### config.mk
export PLATFORM = sky130hd
export DESIGN_NAME = gdst_device_flat
export DESIGN_NICKNAME = d
export VERILOG_FILES = /design/src/verilog/gdst_pkg.sv /design/src/verilog/gdst_if.sv /design/src/verilog/gdst_device.sv /design/src/flat_wrapper.sv
export SDC_FILE = /design/constraint.sdc
export NUM_CORES = 1
export LEC_CHECK = 0
export ABC_CLOCK_PERIOD_IN_PS = 5600
export BUFFER_PORTS_ARGS = -buffer_cell sky130_fd_sc_hd__buf_2
export CORE_ASPECT_RATIO = 2
export CORE_MARGIN = 2
export CORE_UTILIZATION = 53
export DETAILED_ROUTE_END_ITERATION = 16
export PLACE_DENSITY = 0.83
export SYNTH_ARGS = -nofsm -noshare
export SYNTH_HDL_FRONTEND = slang
export SYNTH_SLANG_ARGS = --single-unit
### constraint.sdc
create_clock -name ref_clk_i -period 5.6 [get_ports ref_clk_i]
set_input_delay 0.56 -clock ref_clk_i [delete_from_list [all_inputs] [get_ports ref_clk_i]]
set_output_delay 0.56 -clock ref_clk_i [all_outputs]
set_load 0.05 [all_outputs]
### src/verilog/gdst_pkg.sv
// Package: register layout, fault flag positions and timing for the gate driver self-test control
package gdst_pkg;

   localparam int REG_W = 16;
   localparam int FLAG_W = 8;

   // Control register field positions
   localparam int BIT_STATUS_CLEAR = 15;
   localparam int BIT_GATE_OFF = 13;
   localparam int BIT_GATE_ON = 12;
   localparam int BIT_CLAMP = 11;
   localparam int BIT_SATURATION = 9;
   localparam int BIT_SHORT = 8;
   localparam int BIT_OVERCURRENT = 7;
   localparam int BIT_THRESHOLD = 5;
   localparam int BIT_CLOCK_MON = 3;
   localparam int BIT_CHECKSUM = 2;
   localparam int BIT_OVERTEMP = 1;
   localparam logic [REG_W-1:0] CTRL_RESET = 16'h0000;

   // Fault flag positions on the flag vector
   localparam int FLG_GATE_MON = 0;
   localparam int FLG_COLLECTOR_OV = 1;
   localparam int FLG_SATURATION = 2;
   localparam int FLG_SHORT = 3;
   localparam int FLG_OVERCURRENT = 4;
   localparam int FLG_CLOCK = 5;
   localparam int FLG_CHECKSUM = 6;
   localparam int FLG_OVERTEMP = 7;
   localparam logic [FLAG_W-1:0] FLAGS_RESET = 8'h00;

   // Timing
   localparam int CLK_PERIOD_PS = 5000;
   localparam int STATUS_CLEAR_NS = 20;
   localparam int STATUS_CLEAR_CYCLES = (STATUS_CLEAR_NS * 1000 + CLK_PERIOD_PS - 1) / CLK_PERIOD_PS;
   localparam int PWM_SETTLE_NS = 100;
   localparam int PWM_SETTLE_CYCLES = (PWM_SETTLE_NS * 1000 + CLK_PERIOD_PS - 1) / CLK_PERIOD_PS;
   localparam int FAULT_WAIT_NS = 2000;
   localparam int FAULT_WAIT_CYCLES = (FAULT_WAIT_NS * 1000) / CLK_PERIOD_PS;

endpackage : gdst_pkg
### src/verilog/gdst_if.sv
// Interface: register strobes, PWM input, checksum disable and fault flags between controller and driver
`timescale 1ns/1ps
interface gdst_if;
   import gdst_pkg::*;

   logic reg_wr;
   logic reg_rd;
   logic [REG_W-1:0] reg_wdata;
   logic [REG_W-1:0] reg_rdata;
   logic reg_rvalid;
   logic pwm_on;
   logic checksum_disable;
   logic [FLAG_W-1:0] fault_flags;
   logic high_side_gate_output;

   modport driver (
      input reg_wr, reg_rd, reg_wdata, pwm_on, checksum_disable,
      output reg_rdata, reg_rvalid, fault_flags, high_side_gate_output
   );
   modport controller (
      output reg_wr, reg_rd, reg_wdata, pwm_on, checksum_disable,
      input reg_rdata, reg_rvalid, fault_flags, high_side_gate_output
   );
endinterface : gdst_if

### src/verilog/gdst_device.sv
// Driver end: secondary self-test control register, forced comparator faults and gate output gating
`timescale 1ns/1ps
module gdst_device
   import gdst_pkg::*;
#(
   parameter int CLEAR_CYCLES = STATUS_CLEAR_CYCLES,
   parameter bit HAS_THRESHOLD = 1'b1
) (
   input wire logic ref_clk_i,
   input wire logic sys_rst_i,
   gdst_if.driver link,
   input wire logic [FLAG_W-1:0] comparator_trip_i,
   input wire logic [REG_W-1:0] config_word_i,
   output logic high_side_gate_output_o,
   output logic gate_threshold_start_o,
   output logic status_clear_o,
   output logic [7:0] config_checksum_o,
   output logic [FLAG_W-1:0] fault_flags_o
);

   generate
      if (CLEAR_CYCLES < 1 || CLEAR_CYCLES > 255) begin : g_bad_clear
         $error("CLEAR_CYCLES must lie in 1..255");
      end
   endgenerate

   ////////////////////////////////////////////////////////////////////////////
   // Control register

   logic [REG_W-1:0] ctrl_q;
   logic [7:0] clear_cnt_q;
   logic clear_busy;

   assign clear_busy = (clear_cnt_q != 8'h00);

   always_ff @(posedge ref_clk_i or posedge sys_rst_i) begin
      if (sys_rst_i) begin
         ctrl_q <= CTRL_RESET;
      end else begin
         if (link.reg_wr) begin
            ctrl_q <= link.reg_wdata;
         end else if (clear_cnt_q == 8'h01) begin
            ctrl_q[BIT_STATUS_CLEAR] <= 1'b0;
         end
      end
   end

   // A write that sets the bit again while clearing restarts the count
   always_ff @(posedge ref_clk_i or posedge sys_rst_i) begin
      if (sys_rst_i) begin
         clear_cnt_q <= 8'h00;
      end else begin
         if (link.reg_wr && link.reg_wdata[BIT_STATUS_CLEAR]) begin
            clear_cnt_q <= 8'(CLEAR_CYCLES);
         end else if (link.reg_wr && !link.reg_wdata[BIT_STATUS_CLEAR]) begin
            clear_cnt_q <= 8'h00;
         end else if (clear_busy) begin
            clear_cnt_q <= clear_cnt_q - 8'h01;
         end
      end
   end

   // Reads are served from plain flops with no dependence on the clock monitor test
   always_ff @(posedge ref_clk_i or posedge sys_rst_i) begin
      if (sys_rst_i) begin
         link.reg_rdata <= 16'h0000;
         link.reg_rvalid <= 1'b0;
      end else begin
         link.reg_rvalid <= link.reg_rd;
         if (link.reg_rd) begin
            link.reg_rdata <= ctrl_q & ~(16'h0001 << BIT_STATUS_CLEAR);
         end
      end
   end

   ////////////////////////////////////////////////////////////////////////////
   // Forced comparator faults and sticky flags

   logic [FLAG_W-1:0] flags_q;
   logic [FLAG_W-1:0] flag_set;

   // Reserved control bits feed nothing here
   always_comb begin
      flag_set = comparator_trip_i;
      flag_set[FLG_GATE_MON] = comparator_trip_i[FLG_GATE_MON]
         | (ctrl_q[BIT_GATE_OFF] & ~link.pwm_on)
         | (ctrl_q[BIT_GATE_ON] & link.pwm_on);
      flag_set[FLG_COLLECTOR_OV] = comparator_trip_i[FLG_COLLECTOR_OV] | ctrl_q[BIT_CLAMP];
      flag_set[FLG_SATURATION] = comparator_trip_i[FLG_SATURATION] | ctrl_q[BIT_SATURATION];
      flag_set[FLG_SHORT] = comparator_trip_i[FLG_SHORT] | ctrl_q[BIT_SHORT];
      flag_set[FLG_OVERCURRENT] = comparator_trip_i[FLG_OVERCURRENT] | ctrl_q[BIT_OVERCURRENT];
      flag_set[FLG_CLOCK] = comparator_trip_i[FLG_CLOCK] | ctrl_q[BIT_CLOCK_MON];
      flag_set[FLG_CHECKSUM] = comparator_trip_i[FLG_CHECKSUM] | ctrl_q[BIT_CHECKSUM];
      flag_set[FLG_OVERTEMP] = comparator_trip_i[FLG_OVERTEMP] | ctrl_q[BIT_OVERTEMP];
   end

   // A fault still present in the last cycle of the status clear is kept
   always_ff @(posedge ref_clk_i or posedge sys_rst_i) begin
      if (sys_rst_i) begin
         flags_q <= FLAGS_RESET;
      end else begin
         flags_q <= (flags_q & ~{FLAG_W{clear_busy}}) | flag_set;
      end
   end

   always_ff @(posedge ref_clk_i or posedge sys_rst_i) begin
      if (sys_rst_i) begin
         link.fault_flags <= FLAGS_RESET;
         fault_flags_o <= FLAGS_RESET;
         status_clear_o <= 1'b0;
      end else begin
         link.fault_flags <= flags_q;
         fault_flags_o <= flags_q;
         status_clear_o <= clear_busy;
      end
   end

   ////////////////////////////////////////////////////////////////////////////
   // Gate output

   logic off_hold_q;
   logic gate_d;

   // The hold only drops once both the request bit and the monitor flag are gone
   always_ff @(posedge ref_clk_i or posedge sys_rst_i) begin
      if (sys_rst_i) begin
         off_hold_q <= 1'b0;
      end else begin
         if (ctrl_q[BIT_GATE_OFF]) begin
            off_hold_q <= 1'b1;
         end else if (!flags_q[FLG_GATE_MON]) begin
            off_hold_q <= 1'b0;
         end
      end
   end

   assign gate_d = link.pwm_on & ~off_hold_q & ~ctrl_q[BIT_GATE_OFF]
      & ~ctrl_q[BIT_GATE_ON];

   always_ff @(posedge ref_clk_i or posedge sys_rst_i) begin
      if (sys_rst_i) begin
         high_side_gate_output_o <= 1'b0;
         link.high_side_gate_output <= 1'b0;
      end else begin
         high_side_gate_output_o <= gate_d;
         link.high_side_gate_output <= gate_d;
      end
   end

   ////////////////////////////////////////////////////////////////////////////
   // Threshold measurement start and configuration checksum

   logic thr_prev_q;
   logic chk_prev_q;
   logic [7:0] sum_d;

   always_ff @(posedge ref_clk_i or posedge sys_rst_i) begin
      if (sys_rst_i) begin
         thr_prev_q <= 1'b0;
         gate_threshold_start_o <= 1'b0;
      end else begin
         thr_prev_q <= ctrl_q[BIT_THRESHOLD];
         gate_threshold_start_o <= HAS_THRESHOLD & ctrl_q[BIT_THRESHOLD] & ~thr_prev_q;
      end
   end

   // Folded byte XOR of the configuration word; cheap, and only the forced fault is checked by software
   always_comb begin
      sum_d = config_word_i[7:0] ^ config_word_i[15:8];
   end

   always_ff @(posedge ref_clk_i or posedge sys_rst_i) begin
      if (sys_rst_i) begin
         chk_prev_q <= 1'b0;
         config_checksum_o <= 8'h00;
      end else begin
         chk_prev_q <= ctrl_q[BIT_CHECKSUM];
         if (ctrl_q[BIT_CHECKSUM] && !chk_prev_q) begin
            config_checksum_o <= sum_d;
         end
      end
   end

endmodule : gdst_device

### src/flat_wrapper.sv
// flat-port wrapper written by rule: the top's interface ports become plain ports
module gdst_device_flat import gdst_pkg::*;
#(
   parameter int CLEAR_CYCLES = STATUS_CLEAR_CYCLES,
   parameter bit HAS_THRESHOLD = 1'b1
)
  (ref_clk_i, sys_rst_i, comparator_trip_i, config_word_i, high_side_gate_output_o, gate_threshold_start_o, status_clear_o, config_checksum_o, fault_flags_o, link_reg_wr, link_reg_rd, link_reg_wdata, link_pwm_on, link_checksum_disable, link_reg_rdata, link_reg_rvalid, link_fault_flags, link_high_side_gate_output);
  gdst_if link_i ();
  input wire logic ref_clk_i;
  input wire logic sys_rst_i;
  input wire logic [FLAG_W-1:0] comparator_trip_i;
  input wire logic [REG_W-1:0] config_word_i;
  output logic high_side_gate_output_o;
  output logic gate_threshold_start_o;
  output logic status_clear_o;
  output logic [7:0] config_checksum_o;
  output logic [FLAG_W-1:0] fault_flags_o;
  input wire logic [$bits(link_i.reg_wr)-1:0] link_reg_wr;
  input wire logic [$bits(link_i.reg_rd)-1:0] link_reg_rd;
  input wire logic [$bits(link_i.reg_wdata)-1:0] link_reg_wdata;
  input wire logic [$bits(link_i.pwm_on)-1:0] link_pwm_on;
  input wire logic [$bits(link_i.checksum_disable)-1:0] link_checksum_disable;
  output wire logic [$bits(link_i.reg_rdata)-1:0] link_reg_rdata;
  output wire logic [$bits(link_i.reg_rvalid)-1:0] link_reg_rvalid;
  output wire logic [$bits(link_i.fault_flags)-1:0] link_fault_flags;
  output wire logic [$bits(link_i.high_side_gate_output)-1:0] link_high_side_gate_output;
  assign link_i.reg_wr = link_reg_wr;
  assign link_i.reg_rd = link_reg_rd;
  assign link_i.reg_wdata = link_reg_wdata;
  assign link_i.pwm_on = link_pwm_on;
  assign link_i.checksum_disable = link_checksum_disable;
  assign link_reg_rdata = link_i.reg_rdata;
  assign link_reg_rvalid = link_i.reg_rvalid;
  assign link_fault_flags = link_i.fault_flags;
  assign link_high_side_gate_output = link_i.high_side_gate_output;
  gdst_device #(.CLEAR_CYCLES(CLEAR_CYCLES), .HAS_THRESHOLD(HAS_THRESHOLD)) u_core (.ref_clk_i(ref_clk_i), .sys_rst_i(sys_rst_i), .link(link_i), .comparator_trip_i(comparator_trip_i), .config_word_i(config_word_i), .high_side_gate_output_o(high_side_gate_output_o), .gate_threshold_start_o(gate_threshold_start_o), .status_clear_o(status_clear_o), .config_checksum_o(config_checksum_o), .fault_flags_o(fault_flags_o));
endmodule
# == Word level (Yosys, flattened, before mapping) ==
# Index checks and enable logic that the tools add are counted.
# word_totals
ff_bits,69
out_inout_bits,45
elab_cells,51
# classes
add_sub_neg,1
eq_ne,1
n_mux,5
bitwise_logic,24
reduce_logical,7
# op_table
cell,n
8-bit 2-to-1 mux,3
1-bit OR,9
8-bit AND,1
8-bit inverter,1
8-bit OR,1
8-bit nonzero test,1
8-bit by 1-bit subtractor with 8-bit output (second input constant),1
8-bit bitwise XOR,1
1-bit AND,6
1-bit inverter,5
1-bit logical AND,3
3-bit nonzero test,1
1-bit logical NOT,2
1-bit 2-to-1 mux,2
2-bit by 1-bit != test with 1-bit output (second input constant),1

# == Logic depth before layout (Yosys ltp) ==
# depth
depth_word,5
depth_mapped,7
ltp_nobuf,5

# == Worst setup path after synthesis ==
# Ideal clock, no wire load.
# synth_path
path_kind,reg2reg
from,register u_core.clear_cnt_q[0]
to,register u_core.clear_cnt_q[0]
setup_ns,0.125
arrival_ns,1.430
t_required_ns,5.475
setup_slack_ns,4.045
stages_incl_launch_ff,7
period_less_slack_ns,1.555
cell_sequence,dfrtp_1 -> inv_1 -> ha_1 -> nor3b_1 -> and2_4 -> buf_6 -> mux2_2
# synth_between
elab_chain_cells,4
elab_cells_between_ends,6
classes_between,add/sub (1); mux (3); reduce/logical (2)
# synth_rtl
element,line,source
"start, declared",gdst_device.sv:31,logic [7:0] clear_cnt_q;
"start signal, assigned",gdst_device.sv:54,clear_cnt_q <= 8'(CLEAR_CYCLES);
"start signal, assigned",gdst_device.sv:58,clear_cnt_q <= clear_cnt_q - 8'h01;
8-bit by 1-bit subtractor with 8-bit output,gdst_device.sv:58,
8-bit 2-to-1 mux,gdst_device.sv:57,end else if (clear_busy) begin
8-bit 2-to-1 mux,gdst_device.sv:55,end else if (link.reg_wr && !link.reg_wdata[BIT_STATUS_CLEAR]) begin
8-bit 2-to-1 mux,gdst_device.sv:53,if (link.reg_wr && link.reg_wdata[BIT_STATUS_CLEAR]) begin
# Several ways; a longest one is shown, not always the timed one. The select of a mux whose other input is x is not followed.
# A chain may end at the register's enable or synchronous reset.

# == Final worst setup path ==
# Same ends and word-level chain as after synthesis.

==> results.md <==
- Min-Delay Path Class: reg2reg
- Number of clock buffers inserted by TritonCTS: 9
- Minimum period implied by the final worst setup slack: approximately 1.8 ns
- Cell depth of the worst min-delay path: 0
- First DRT Iteration DRCs: 35
- Post-synth EDFFs: 0
- Share of the clock period used by the worst path after layout: about a third
- Max Fclk: around 0.55 GHz
- Drt total wl: slightly below 5 mm
- Buffer cell driving the clock tree root: sky130_fd_sc_hd__clkbuf_8
- Post-cts sizing count: 0
- Die extent in x: 54.8 um
- Via count of the first global-routing pass: approximately 1,800
- RSZ-0062 raised after global routing: no
- Switching power summed over all nets: around 0.00058 W
- Net count, final: 325
- Syn nets: 243
- Leading cell type in the layout, fill and taps excluded: sky130_fd_sc_hd__buf_2
- Maximum level of the CTS H-tree: 3
- Post-DP HPWL: ~3.4 mm
- Mean routed wirelength per cell: 14.4 um
- Comb power frac: 33.1%
- Data required, critical path: 5.81 ns
- Result of the run: finished, final reports clean
- TritonCTS clock tree: yes
- Total iterations of the first detailed-routing run: 4
- Cell area after placement: 0.00312 mm^2
- Total Die Area: 0.00578 mm^2
- Number of ports placed on the die boundary: 91
- Number of buffers inserted to repair setup after CTS: 0
- Setup clock skew after layout: 0.00400 ns
- Wire length of the first global-routing pass: 7.80 mm
- Synthesized netlist cell count: between 150 and 200
- Critical path arrival: 2.02 ns
- Number of setup violations in the final report: 0
- Count of cell types in the netlist: 35
- Critical Path Start Type: flip-flop
- Hold buffer count at cts: 0
- Main flop type after synthesis: sky130_fd_sc_hd__dfrtp_1
- Max-Slew Margin vs Limit: 45.1%
- Warning count from the yosys run: 0
- Antenna violations before repair: 0
- CTS sink count: a little under 70
- Placement Rows: 37
- Critical path capture point type: flip-flop
- Cell area after layout: 0.00330 mm^2
- Max-capacitance violation count: 0
- Core ar.: 0.00505 mm^2
- Async set or reset register ratio after synthesis: 100%
- Cell area power density: approximately 470 mW/mm^2
- Overall global routing resource usage: 18.8%
- Final-report hold violation count: 0
- Count of port buffers added during placement: 88
- Residual DRC: 0
- Pint: 0.000963 W
- Area share of the largest cell type after synthesis: 63.2%
- Setup tns final: 0 ns
- Initial core utilization: 54.1%
- Switching share of total power: around 37%
- Clock Tree Buf Depth: 2
- Clock slew at the register clock pins of the worst setup and hold paths: ~0.070 ns
- Diode count: 0
- Total grt overflow: 0
- Number of vias per cell: roughly 5.3
- Kind of critical path: reg2reg
- Slew at the pin closest to its max-slew limit: 0.823 ns
- Cell type with the highest aggregate area in the netlist: sky130_fd_sc_hd__dfrtp_1
- Y dimension of the die: 106 um
- Maximum vdd drop: 0.000405 V
- Clock insertion delay at the later pin of the skew report: between 0.3 and 0.4 ns
- Lkg Pwr: ~1.5 nW
- Vias after detailed routing: roughly 1,800
- Mapped cell area: 0.00273 mm^2
- Final-layout worst hold slack: roughly 0.38 ns
- Placer's final routability congestion estimate: 0.694
- Seq/Total Area, Yosys: 63.2%
- Max-slew violation total from the final report: 0
- Share of post-route cells with drive strength above 1: between 40% and 50%
- Syn avg cell area: approximately 14 um^2
- Part of the power in registers: 42.6%
- Commonest non-fill, non-tap cells in the layout: 88 x sky130_fd_sc_hd__buf_2, 69 x sky130_fd_sc_hd__dfrtp_1, 32 x sky130_fd_sc_hd__mux2_2, 11 x sky130_fd_sc_hd__nand2_1
- Cells taking the most area after synthesis: sky130_fd_sc_hd__dfrtp_1 63%, sky130_fd_sc_hd__mux2_2 13%, sky130_fd_sc_hd__a211o_1 3.2%
- Maximum number of pins on one net before global-route repair: 70
- Reg2reg path depth: 5
- Antenna Violating Nets Remaining: 0
- Seq cells post-synth: 69
- Clock share of power: 24.3%
- Biggest fanout along the worst timing path: 14
- Area growth from synthesis to final layout: 20.8%
==> logic make-up (layout without fill, tap and decap cells) <==
group                      Yosys count  in the layout  synth area share, %
DFF                                 69             69                 63.2
buffers and inverters               24            109                 5.73
other                                1              1                0.137
and+or+nand+nor                     29             29                 6.23
xor gates and xnor gates             9              9                 2.89
AOI/OAI and AO/OA                   29             29                 7.65
muxes                               32             32                 13.2
adders and majority gates            2              2                0.916
==> metal layers <==
| metal | GRT usage [%] | vias up | routed length (um) |
|---|---|---|---|
| li1 | - | 830 | - |
| met1 | 22.5 | 858 | 1910 |
| met2 | 28.9 | 80 | 2380 |
| met3 | 7.37 | 9 | 470 |
| met4 | 8.04 | 0 | 105 |
| met5 | 0 | - | 0 |
==> final timing paths <==
path	from	slack, ns	end
setup / recovery	u_core.clear_cnt_q[0]$_DFFE_PP0P_	3.79	u_core.clear_cnt_q[0]$_DFFE_PP0P_
hold / removal	u_core.flags_q[6]$_DFF_PP0_	0.38	u_core.link.fault_flags[6]$_DFF_PP0_
setup reg to reg	u_core.clear_cnt_q[0]$_DFFE_PP0P_	3.79	u_core.clear_cnt_q[0]$_DFFE_PP0P_
hold reg to reg	u_core.flags_q[6]$_DFF_PP0_	0.38	u_core.link.fault_flags[6]$_DFF_PP0_
max in group asynchronous	sys_rst_i	4.59	u_core.link.reg_rdata[5]$_DFFE_PP0P_
min in group asynchronous	sys_rst_i	0.46	u_core.link.reg_rdata[10]$_DFFE_PP0P_
==> through the flow <==
| stage | power [W] | util [%] | cells | setup WS, ns |
|---|---|---|---|---|
| 3_3_place_gp | 0.00116 | 61.8 | 324 | 3.91 |
| 6_report | 0.00154 | 65.3 | 338 | 3.79 |
| 4_1_cts | 0.00156 | 65.3 | 338 | 3.79 |
| 2_1_floorplan | 0.00109 | - | 195 | 3.30 |
| 3_5_place_dp | 0.00117 | 61.8 | 324 | 3.88 |
| 5_1_grt | 0.00162 | 65.3 | 338 | 3.68 |
==> cells in the mapped netlist (2+ instances only) <==
cell type,instances
sky130_fd_sc_hd__clkbuf_1,2
sky130_fd_sc_hd__ha_1,2
sky130_fd_sc_hd__buf_4,10
sky130_fd_sc_hd__o41ai_1,2
sky130_fd_sc_hd__xnor2_1,9
sky130_fd_sc_hd__dfrtp_1,69
sky130_fd_sc_hd__o311ai_0,2
sky130_fd_sc_hd__nand2_1,11
sky130_fd_sc_hd__nor2_1,4
sky130_fd_sc_hd__inv_1,6
sky130_fd_sc_hd__or3_1,3
sky130_fd_sc_hd__mux2_2,32
sky130_fd_sc_hd__buf_2,4
sky130_fd_sc_hd__a211o_1,10
sky130_fd_sc_hd__o21ai_0,9
==> registers in the layout (all words and copies together), names as in the netlist <==
signal	count
u_core.flags_q	8
u_core.off_hold_q	1
u_core.config_checksum_o	8
u_core.thr_prev_q	1
u_core.link.reg_rdata	15
u_core.status_clear_o	1
u_core.clear_cnt_q	8
u_core.link.high_side_gate_output	1
u_core.link.reg_rvalid	1
u_core.chk_prev_q	1
u_core.link.fault_flags	8
u_core.gate_threshold_start_o	1
u_core.ctrl_q	15
==> layout make-up <==
| class | count | area, um^2 |
|---|---|---|
| Fill cell | 382 | 1750 |
| Sequential cell | 69 | 1730 |
| Multi-Input combinational cell | 102 | 847 |
| Timing Repair Buffer | 89 | 448 |
| Clock buffer | 12 | 145 |
| Tap cell | 58 | 72.6 |
| Clock inverter | 2 | 35.0 |
| Inverter | 6 | 22.5 |
==> critical path, cell delays in order (launching register included) <==
cell	delay [ns]
sky130_fd_sc_hd__dfrtp_1	0.40
sky130_fd_sc_hd__inv_1	0.11
sky130_fd_sc_hd__ha_1	0.19
sky130_fd_sc_hd__nor3b_1	0.31
sky130_fd_sc_hd__and2_4	0.32
sky130_fd_sc_hd__mux2_2	0.35
==> power by group through the flow <==
stage | Sequential [W] | Clock [W] | Combinational (W)
6_report | 0.000657 | 0.000374 | 0.000509
5_1_grt | 0.000668 | 0.000406 | 0.000549
4_1_cts | 0.000657 | 0.000386 | 0.000516
3_5_place_dp | 0.000665 | 0 | 0.000509
3_3_place_gp | 0.000658 | 0 | 0.000498
2_1_floorplan | 0.000818 | 0 | 0.000272
Note: power is estimated with default switching activity, not from simulation.
